<file path="config.mk">
export PLATFORM = sky130hd
export DESIGN_NAME = ais_input_select_bank
export DESIGN_NICKNAME = d
export VERILOG_FILES = /design/src/verilog/ais_pkg.sv /design/src/verilog/ais_sel_reg.sv /design/src/verilog/ais_input_select_bank.sv
export VERILOG_INCLUDE_DIRS = /design/src /design/src/verilog
export SDC_FILE = /design/constraint.sdc
export NUM_CORES = 1
export LEC_CHECK = 0
export ABC_AREA = 1
export BUFFER_PORTS_ARGS = -buffer_cell sky130_fd_sc_hd__buf_4
export CAP_MARGIN = 20
export CORE_MARGIN = 4
export CORE_UTILIZATION = 35
export CTS_BUF_LIST = sky130_fd_sc_hd__clkbuf_8 sky130_fd_sc_hd__clkbuf_16
export DETAILED_ROUTE_END_ITERATION = 10
export SYNTH_ARGS = -nofsm -noshare
export SYNTH_HDL_FRONTEND = slang
export SYNTH_SLANG_ARGS = --single-unit
</file>
<file path="constraint.sdc">
create_clock -name i_core_clk -period 3.9 [get_ports i_core_clk]
set_clock_uncertainty 0.15 [all_clocks]
set_input_delay 0 -clock i_core_clk [delete_from_list [all_inputs] [get_ports i_core_clk]]
set_output_delay 0 -clock i_core_clk [all_outputs]
set_load 0.005 [all_outputs]
</file>
<file path="src/verilog/ais_consts.svh">
`ifndef AIS_CONSTS_SVH
`define AIS_CONSTS_SVH

// register indices as printed; the byte address is four times the index
`define AIS_NUM_REGS 7
`define AIS_IDX_S1_SLOT6 8'h58
`define AIS_IDX_S1_SLOT7 8'h59
`define AIS_IDX_S1_SLOT8 8'h5A
`define AIS_IDX_S2_SLOT1 8'h5B
`define AIS_IDX_S2_SLOT2 8'h5C
`define AIS_IDX_S2_SLOT3 8'h5D
`define AIS_IDX_S2_SLOT4 8'h5E

// selection register fields and reset
`define AIS_SEL_RESET 8'h00
`define AIS_UNUSED_BIT 7
`define AIS_FIRST_HI 6
`define AIS_FIRST_LO 4
`define AIS_KIND_BIT 3
`define AIS_SECOND_HI 2
`define AIS_SECOND_LO 0

// subsample numbers covered by this bank, and the register index of its first second-sequence slot
`define AIS_S1_FIRST_SLOT 4'h6
`define AIS_S1_LAST_SLOT 4'h8
`define AIS_S2_FIRST_SLOT 4'h1
`define AIS_S2_LAST_SLOT 4'h4
`define AIS_S2_BASE_REG 4'h3

`endif

</file>
<file path="src/verilog/ais_pkg.sv">
package ais_pkg;

    // what the modulator input switches see for one subsample
    typedef struct packed {
        logic [2:0] first_pd;
        logic second_is_test;
        logic [2:0] second_pd;
        logic [7:0] second_test;
    } ais_route_t;

    typedef enum logic [1:0] {
        AIS_APB_IDLE = 2'b01,
        AIS_APB_ACCESS = 2'b10
    } ais_apb_state_t;

endpackage

</file>
<file path="src/verilog/ais_sel_reg.sv">
`timescale 1ns/1ps
`default_nettype none
`include "ais_consts.svh"

module ais_sel_reg #(
    parameter logic [7:0] RESET_VALUE = `AIS_SEL_RESET
) (
    // clock and reset
    input wire logic i_core_clk,
    input wire logic i_arst_n,
    // write port
    input wire logic i_wr,
    input wire logic [7:0] i_wdata,
    // stored value and decoded switch setting
    output logic [7:0] o_value,
    output ais_pkg::ais_route_t o_route
);

    always_ff @(posedge i_core_clk or negedge i_arst_n) begin
        if (!i_arst_n) begin
            o_value <= RESET_VALUE;
        end else if (i_wr) begin
            o_value <= {1'b0, i_wdata[`AIS_FIRST_HI:0]};
        end
    end

    // a diode pattern that is not one-hot closes no diode switch, so two diodes never short together
    always_comb begin
        o_route = '0;
        if ($onehot(o_value[`AIS_FIRST_HI:`AIS_FIRST_LO])) begin
            o_route.first_pd = o_value[`AIS_FIRST_HI:`AIS_FIRST_LO];
        end
        o_route.second_is_test = o_value[`AIS_KIND_BIT];
        if (o_value[`AIS_KIND_BIT]) begin
            o_route.second_test = 8'h01 << o_value[`AIS_SECOND_HI:`AIS_SECOND_LO];
        end else if ($onehot(o_value[`AIS_SECOND_HI:`AIS_SECOND_LO])) begin
            o_route.second_pd = o_value[`AIS_SECOND_HI:`AIS_SECOND_LO];
        end
    end
endmodule
`default_nettype wire

</file>
<file path="src/verilog/ais_input_select_bank.sv">
// The APB register port is this design's own decision.
`timescale 1ns/1ps
`default_nettype none
`include "ais_consts.svh"

module ais_input_select_bank (
    // clock and reset
    input wire logic i_core_clk,
    input wire logic i_arst_n,
    // apb slave
    input wire logic i_psel,
    input wire logic i_penable,
    input wire logic i_pwrite,
    input wire logic [11:0] i_paddr,
    input wire logic [31:0] i_pwdata,
    input wire logic [3:0] i_pstrb,
    output logic o_pready,
    output logic [31:0] o_prdata,
    output logic o_pslverr,
    // sequencer position, same clock domain
    input wire logic i_seq_run,
    input wire logic i_seq_second,
    input wire logic [3:0] i_slot,
    // modulator input switch drive
    output ais_pkg::ais_route_t o_route,
    output logic o_route_valid
);

    ais_pkg::ais_apb_state_t state;
    logic [7:0] idx;
    logic addr_hit;
    logic [2:0] addr_reg;
    logic setup;
    logic access_done;
    logic [7:0] reg_value [`AIS_NUM_REGS];
    ais_pkg::ais_route_t dec [`AIS_NUM_REGS];
    logic [`AIS_NUM_REGS-1:0] wr_en;
    logic slot_hit;
    logic [2:0] slot_reg;

    // address decode: byte address is four times the register index
    assign idx = i_paddr[9:2];
    assign addr_hit = (i_paddr[11:10] == 2'b00) && (i_paddr[1:0] == 2'b00)
        && (idx >= `AIS_IDX_S1_SLOT6) && (idx <= `AIS_IDX_S2_SLOT4);
    assign addr_reg = 3'(idx - `AIS_IDX_S1_SLOT6);

    assign setup = i_psel && !i_penable;
    assign access_done = i_psel && i_penable && (state == ais_pkg::AIS_APB_ACCESS);
    assign o_pready = (state == ais_pkg::AIS_APB_ACCESS);

    // one wait-free access phase after every setup
    always_ff @(posedge i_core_clk or negedge i_arst_n) begin
        if (!i_arst_n) begin
            state <= ais_pkg::AIS_APB_IDLE;
        end else begin
            case (state)
                ais_pkg::AIS_APB_IDLE: begin
                    if (setup) begin
                        state <= ais_pkg::AIS_APB_ACCESS;
                    end
                end
                ais_pkg::AIS_APB_ACCESS: begin
                    if (access_done) begin
                        state <= ais_pkg::AIS_APB_IDLE;
                    end
                end
                default: begin
                    state <= ais_pkg::AIS_APB_IDLE;
                end
            endcase
        end
    end

    // read data is fetched in the setup cycle so it leaves a flop during access
    always_ff @(posedge i_core_clk or negedge i_arst_n) begin
        if (!i_arst_n) begin
            o_prdata <= 32'h0000_0000;
        end else if (setup) begin
            if (addr_hit && !i_pwrite) begin
                o_prdata <= {24'h00_0000, reg_value[addr_reg]};
            end else begin
                o_prdata <= 32'h0000_0000;
            end
        end
    end

    always_ff @(posedge i_core_clk or negedge i_arst_n) begin
        if (!i_arst_n) begin
            o_pslverr <= 1'b0;
        end else if (setup) begin
            o_pslverr <= !addr_hit;
        end else if (access_done) begin
            o_pslverr <= 1'b0;
        end
    end

    // only the low byte lane carries a register; other lanes are ignored
    always_comb begin
        wr_en = '0;
        if (access_done && i_pwrite && addr_hit && i_pstrb[0]) begin
            wr_en[addr_reg] = 1'b1;
        end
    end

    genvar k;
    generate
        for (k = 0; k < `AIS_NUM_REGS; k++) begin : g_sel
            ais_sel_reg #(
                .RESET_VALUE(`AIS_SEL_RESET)
            ) u_ais_sel_reg (
                .i_core_clk(i_core_clk),
                .i_arst_n(i_arst_n),
                .i_wr(wr_en[k]),
                .i_wdata(i_pwdata[7:0]),
                .o_value(reg_value[k]),
                .o_route(dec[k])
            );
        end
    endgenerate

    // map the running sequencer and subsample onto one register of this bank
    always_comb begin
        slot_hit = 1'b0;
        slot_reg = 3'b000;
        if (i_seq_run) begin
            if (!i_seq_second && i_slot >= `AIS_S1_FIRST_SLOT
                && i_slot <= `AIS_S1_LAST_SLOT) begin
                slot_hit = 1'b1;
                slot_reg = 3'(i_slot - `AIS_S1_FIRST_SLOT);
            end else if (i_seq_second && i_slot >= `AIS_S2_FIRST_SLOT
                && i_slot <= `AIS_S2_LAST_SLOT) begin
                slot_hit = 1'b1;
                slot_reg = 3'(i_slot - `AIS_S2_FIRST_SLOT + `AIS_S2_BASE_REG);
            end
        end
    end

    // outside its own slots the bank opens every switch; another bank owns them then
    always_ff @(posedge i_core_clk or negedge i_arst_n) begin
        if (!i_arst_n) begin
            o_route <= '0;
            o_route_valid <= 1'b0;
        end else begin
            o_route_valid <= slot_hit;
            if (slot_hit) begin
                o_route <= dec[slot_reg];
            end else begin
                o_route <= '0;
            end
        end
    end
endmodule
`default_nettype wire

</file>
==> results.toml, run 1 <==
[placement]
post-place-ws_ns = 1.36
port_buffers = 55
hpwlAfterDp_um = 12200
post_dp_cell_area_um2 = 6160
place_congestion = 0.923

[cts]
clock-sinks = 75
htreeDepth = 3
cts_buffer_depth = 2
clkLatencyLatePin_ns = 0.35
cts_buffers = 9
cts_tree = "done"
cts_root_buf = "clkbuf_16"
cts_resized = 0
clk_pin_slew_ns = 0.06

[synthesis]
avgSynthCellArea_um2 = 6.82
synth_flop_cell = "dfrtp_1"
synth.most_common_cell = "nand2_1"
async_flop_share_pct = 100
yosysTopAreaCell = "dfrtp_1"
yosys_warnings = 0
syn_area_um2 = 5770
synth_seq_cells = 75
syn_inst = 846
yosys.cell_types.count = 35
yosysTopAreaCellShare_pct = 32.1
synth_commonest_cells = "248 x nand2_1, 101 x inv_1, 93 x nor2_1, 80 x nand3_1, 74 x dfrtp_1"
synth_edf_count = 0
synthTopCellsByArea = "dfrtp_1 32%, nand2_1 16%, nand3_1 6.9%, inv_1 6.6%, nor2_1 6.1%"
ys_seq_area_share_pct = 32.6

[pwr]
clkPwrFrac_pct = 48.1
ir_drop_mv = 0.225
power_leakage_nw = 3.17
pwr-share-comb_pct = 11.1
p_total_mw = 1.93
p_seq_share_pct = 40.8
p_sw_share_pct = 25.6
power_density_nw_per_um2 = 289
p_sw_mw = 0.495
internal_power_mw = 1.43

[routing]
drt_wl_total_um = 16600
via_count = 5566
ant_nets = 0
drt_iter0_drc = 438
dr.pass1.iters = 5
drt-vias-per-instance = 4.97
post_drt_wl_per_cell_um = 14.8
post-route-drc-count = 0

[layout]
finish.net_count = 972
n_antenna_cell = 0
area_growth_pct = 15.9
drive_gt1_share_pct = 12.2
final_area_um2 = 6690

[global_routing]
grt_pass1_vias = 5251
grt_use_total_pct = 18.7
antenna_found_initial = 0
grt_pass1_wl_um = 27000
grt_max_degree = 76
overflow = 0

[sta]
post-route-min-period_ns = 2.18
setup_ws_ns = 1.72
period_share_pct = 56.0
slew_headroom_pct = 50.8
hold_violations = 0
tns_ns = 0
setup_viol = 0
slew_violations = 0
rsz0062_at_grt = "false"
max_freq_ghz = 0.458
tightest_slew_ns = 0.735

[hold_path]
hold_path.class = "in2reg"

[critical_path]
cp.required_ns = 3.98
cp_max_fo = 31
path_class = "in2reg"
max_stage_delay_ns = 0.41
startpoint_type = "input port"
crit_arrival_ns = 2.26
path_cells = "buf_4 -> inv_1 -> ha_1 -> nand2_1 -> nand2_1 -> nand3_1 -> nand2_4 -> nand2_4 -> inv_4 -> nand2_2 -> nand3_1 -> nand2_1 -> nor2_1 -> nor2_1"
cp_common_cell = "nand2_1"
slowest_stage = "nand2_2"
cp-end-kind = "flip-flop"

[die]
fp.dieH_um = 136
dieArea_um2 = 18600
ioPinCount = 109
start_util_pct = 36.0
rows = 46
core_um2 = 16000
die_w_um = 136

[job]
maxCapViolCount = 0

[outcome]
status = "finished clean"
per-layer routing:
metal	wire, um	GRT usage (%)
met2	7670	30.5
met4	442	6.33
met3	992	4.33
met5	0	0
met1	7480	24.4
registers in the layout, indices dropped and copies added, names as in the netlist:
| signal | flops |
|---|---|
| g_sel.u_ais_sel_reg.o_value | 49 |
| o_prdata | 7 |
| o_pslverr | 1 |
| o_route | 15 |
| o_route_valid | 1 |
| state | 2 |
cell usage in the layout (no fill, tap or decap), types with 3 or more instances in the layout:
cell type / instances
o21ai_1: 39
a21oi_1: 14
nor2_1: 93
dlygate4sd3_1: 17
o21ai_2: 6
nand2_1: 248
clkbuf_16: 9
nand2_4: 3
nor3_1: 3
o211ai_2: 8
dfrtp_1: 74
o211ai_1: 9
nand3_2: 9
buf_4: 57
nand4_1: 35
conb_1: 25
fa_1: 14
o21ai_0: 30
nand3_1: 80
nor4_1: 6
inv_2: 3
inv_1: 102
per-stage QoR:
step | utilization [%] | hold WS, ns | cells
6_report | 41.8 | 0.0248 | 1119
5_1_grt | 41.8 | 0.0471 | 1119
4_1_cts | 41.5 | 0.00724 | 1117
3_5_place_dp | 38.5 | 0.0723 | 1085
3_3_place_gp | 38.5 | 0.0681 | 1085
2_1_floorplan | - | -0.446 | 870
power by group through the flow:
stage                     clock network [mW]  registers [mW]  logic (mW)
after CTS                              0.951           0.787       0.211
after floorplan                            0           0.802       0.132
after detailed placement                   0           0.801       0.199
final                                  0.929           0.787       0.214
after global placement                     0           0.801       0.199
after global routing                   0.984           0.787       0.240
what timing repair did:
item                      CTS  global route
hold endpoints to repair  132            14
hold buffers               16             1
buffers inserted            0             0
final timing paths:
kind,startpoint,end,slack [ns],cells past startpoint
max in group asynchronous,i_arst_n,state[0],2.53,4
worst min-delay path,i_slot[1],o_route[4],0.02,5
worst min register to register,o_prdata[6],o_prdata[6],0.34,2
min in group asynchronous,i_arst_n,o_route_valid,0.46,3
worst max register to register,g_sel[1].u_ais_sel_reg.o_value[0],o_route[10],1.74,11
worst max-delay path,i_slot[1],o_route[11],1.72,14
layout make-up:
type / instances / area, um^2
repair buffers: 75 / 626
clock buffers: 10 / 239
multi-input cells: 631 / 3180
inverters: 106 / 400
fillers: 1750 / 9320
well taps: 216 / 270
flip-flops and latches: 75 / 1880
clock inverters: 6 / 90.1
logic make-up after synthesis:
group | after synthesis | share of synthesized area (%)
buf+inv | 164 | 13.8
compound gates | 107 | 11.2
other cells | 1 | 0.0650
flops | 75 | 32.6
fa+ha+maj | 15 | 5.08
simple gates | 484 | 37.3
worst max-delay path, delay by kind of cell:
kind                       cells  cell delay (ns)
buffers and inverters          3             0.44
adders and majority gates      1             0.18
and+or+nand+nor               10             1.62
No activity file was read; power rests on OpenSTA's default activity.
==> run 2: changes to the inputs <==
==> constraint.sdc (replaced) <==
create_clock -name i_core_clk -period 1.9 [get_ports i_core_clk]
set_clock_uncertainty 0.15 [all_clocks]
set_input_delay 0 -clock i_core_clk [delete_from_list [all_inputs] [get_ports i_core_clk]]
set_output_delay 0 -clock i_core_clk [all_outputs]
set_load 0.005 [all_outputs]
==> run 2 against run 1 <==
Combinational power rose by 140%. Setup slack got worse by 1.6 ns. Hold slack lost 0.022 ns. Critical path depth shrank 3. Final area is 11% higher. First-iteration DRC count grew 35%. Register-to-register slack worse by 1.7 ns. Core utilization grew 4.6 points. Cell count is 6.9% higher. Critical path type is now reg2reg. Critical endpoint is now o_route[12]. Largest cell class unchanged. Highest routed layer unchanged.
==> results.toml, run 2 (synthesis results as in run 1) <==
[outcome]
status = "finished clean"

[cts]
cts_buffers = 9
cts_root_buf = "clkbuf_16"
htreeDepth = 3
clkLatencyLatePin_ns = 0.35
clk_pin_slew_ns = 0.06
clock-sinks = 75
cts_tree = "done"
cts_buffer_depth = 2

[pwr]
p_total_mw = 3.89
power_leakage_nw = 3.56
ir_drop_mv = 0.430
power_density_nw_per_um2 = 525

[die]
start_util_pct = 36.0
fp.dieH_um = 136
die_w_um = 136
dieArea_um2 = 18600
rows = 46
core_um2 = 16000
ioPinCount = 109

[placement]
hpwlAfterDp_um = 13700
place_congestion = 0.895
post-place-ws_ns = 0.0353
dpl.cell_count = 1153
port_buffers = 55

[layout]
n_antenna_cell = 0
regMostFlops = "g_sel.u_ais_sel_reg.o_value"
drive_gt1_share_pct = 22.6
largest_reg_flops = 49
largest_registers = "g_sel.u_ais_sel_reg.o_value: 49 flops, o_route: 15 flops, o_prdata: 7 flops"
area_growth_pct = 28.6
finalNonFillerCells = 1196
layout_common_cells = "240 x nand2_1, 127 x buf_4, 86 x inv_1"
finish.net_count = 1049
mostFrequentLayoutCell = "nand2_1"
utilization_pct = 46.4

[routing]
drt-vias-per-instance = 4.90
post-route-drc-count = 0
drt_wl_total_um = 18000
drt_iter0_drc = 590
dr.pass1.iters = 6
ant_nets = 0
via_count = 5866
post_drt_wl_per_cell_um = 15.1

[global_routing]
grt_pass1_vias = 5314
overflow = 0
grt_use_total_pct = 19.8
grt_pass1_wl_um = 28300
antenna_found_initial = 0
grt_max_degree = 38

[critical_path]
crit_arrival_ns = 1.93
cp_common_cell = "nand2_1"
ff2ff_path_depth = 11
path_cells = "inv_1 -> fa_1 -> inv_1 -> nand2_2 -> nor2_2 -> nand2_1 -> nand3_1 -> nand2_1 -> nand2_1 -> nand2_1 -> inv_1"
cp_max_fo = 3
cp.required_ns = 2.01
max_stage_delay_ns = 0.55
cp-end-kind = "flip-flop"
path_class = "reg2reg"
startpoint_type = "flip-flop"
slowest_stage = "fa_1"

[sta]
setup_ws_ns = 0.0729
slew_violations = 0
post-route-min-period_ns = 1.83
period_share_pct = 96.2
max_freq_ghz = 0.547
slew_headroom_pct = 63.8
whs_ns = 0.00233
setup_viol = 0
hold_violations = 0
tightest_slew_ns = 0.538

[job]
maxCapViolCount = 0

[hold_path]
hold_path.class = "in2async"
run 2: cell types whose count changed in the layout (fill, tap and decap cells not counted), sizes merged:
cell         change
clkinv           +2
bufinv           -1
dlygate4sd3      +2
clkbuf           +1
buf             +74
inv              -1
run 2: where the power goes:
| part | switching [mW] | internal, mW | total (mW) | leakage (nW) |
|---|---|---|---|---|
| combinational | 0.328 | 0.192 | 0.520 | 2.40 |
| clock | 0.706 | 1.05 | 1.76 | 0.153 |
| sequential | 0.00478 | 1.61 | 1.62 | 1.00 |
| total | 1.04 | 2.85 | 3.89 | 3.56 |
run 2: what timing repair did:
item	4_1_cts	5_1_grt
setup buffers	0	7
gates resized for setup	0	46
setup endpoints to repair	0	55
hold buffers	19	0
endpoints found under the hold margin	132	0
run 2: cell type report:
cell class,instances,area [um^2]
timing repair buffer,152,1270
sequential,75,1880
fill,1675,8580
multi-input combinational,631,3300
tap,216,270
clock inverter,6,62.6
clock buffer,10,239
inverter,106,403
run 2: metrics by stage:
step	area, um^2	TNS (ns)
floorplan	5860	0
global placement	6730	0
detailed placement	6730	0
CTS	7220	0
global route	7420	-0.0832
finish	7420	0
run 2: path summary, 6_finish.rpt:
check / startpoint / slack [ns] / endpoint
setup reg to reg: g_sel[2].u_ais_sel_reg.o_value[4] / 0.07 / o_route[12]
max in group asynchronous: i_arst_n / 1.04 / g_sel[0].u_ais_sel_reg.o_value[1]
hold / removal: i_arst_n / 0.002 / state[1]
setup / recovery: g_sel[2].u_ais_sel_reg.o_value[4] / 0.07 / o_route[12]
hold reg to reg: g_sel[2].u_ais_sel_reg.o_value[6] / 0.33 / g_sel[2].u_ais_sel_reg.o_value[6]
min in group i_core_clk: i_slot[0] / 0.02 / o_route[12]
run 2: layer usage:
layer,global-route usage [%],up-vias,routed length [um]
met2,29.3,231,7940
met1,29.5,2656,8450
met4,6.33,0,380
met5,0,-,0
met3,3.26,29,1280
li1,-,2950,-
run 2: critical path, delay by kind of cell, from the launching register on:
family                   cells  cell delay [ns]
AND/OR/NAND/NOR              7             0.52
flip-flops                   1             0.35
buffers and inverters        3             0.17
adder cells (fa/ha/maj)      1             0.55
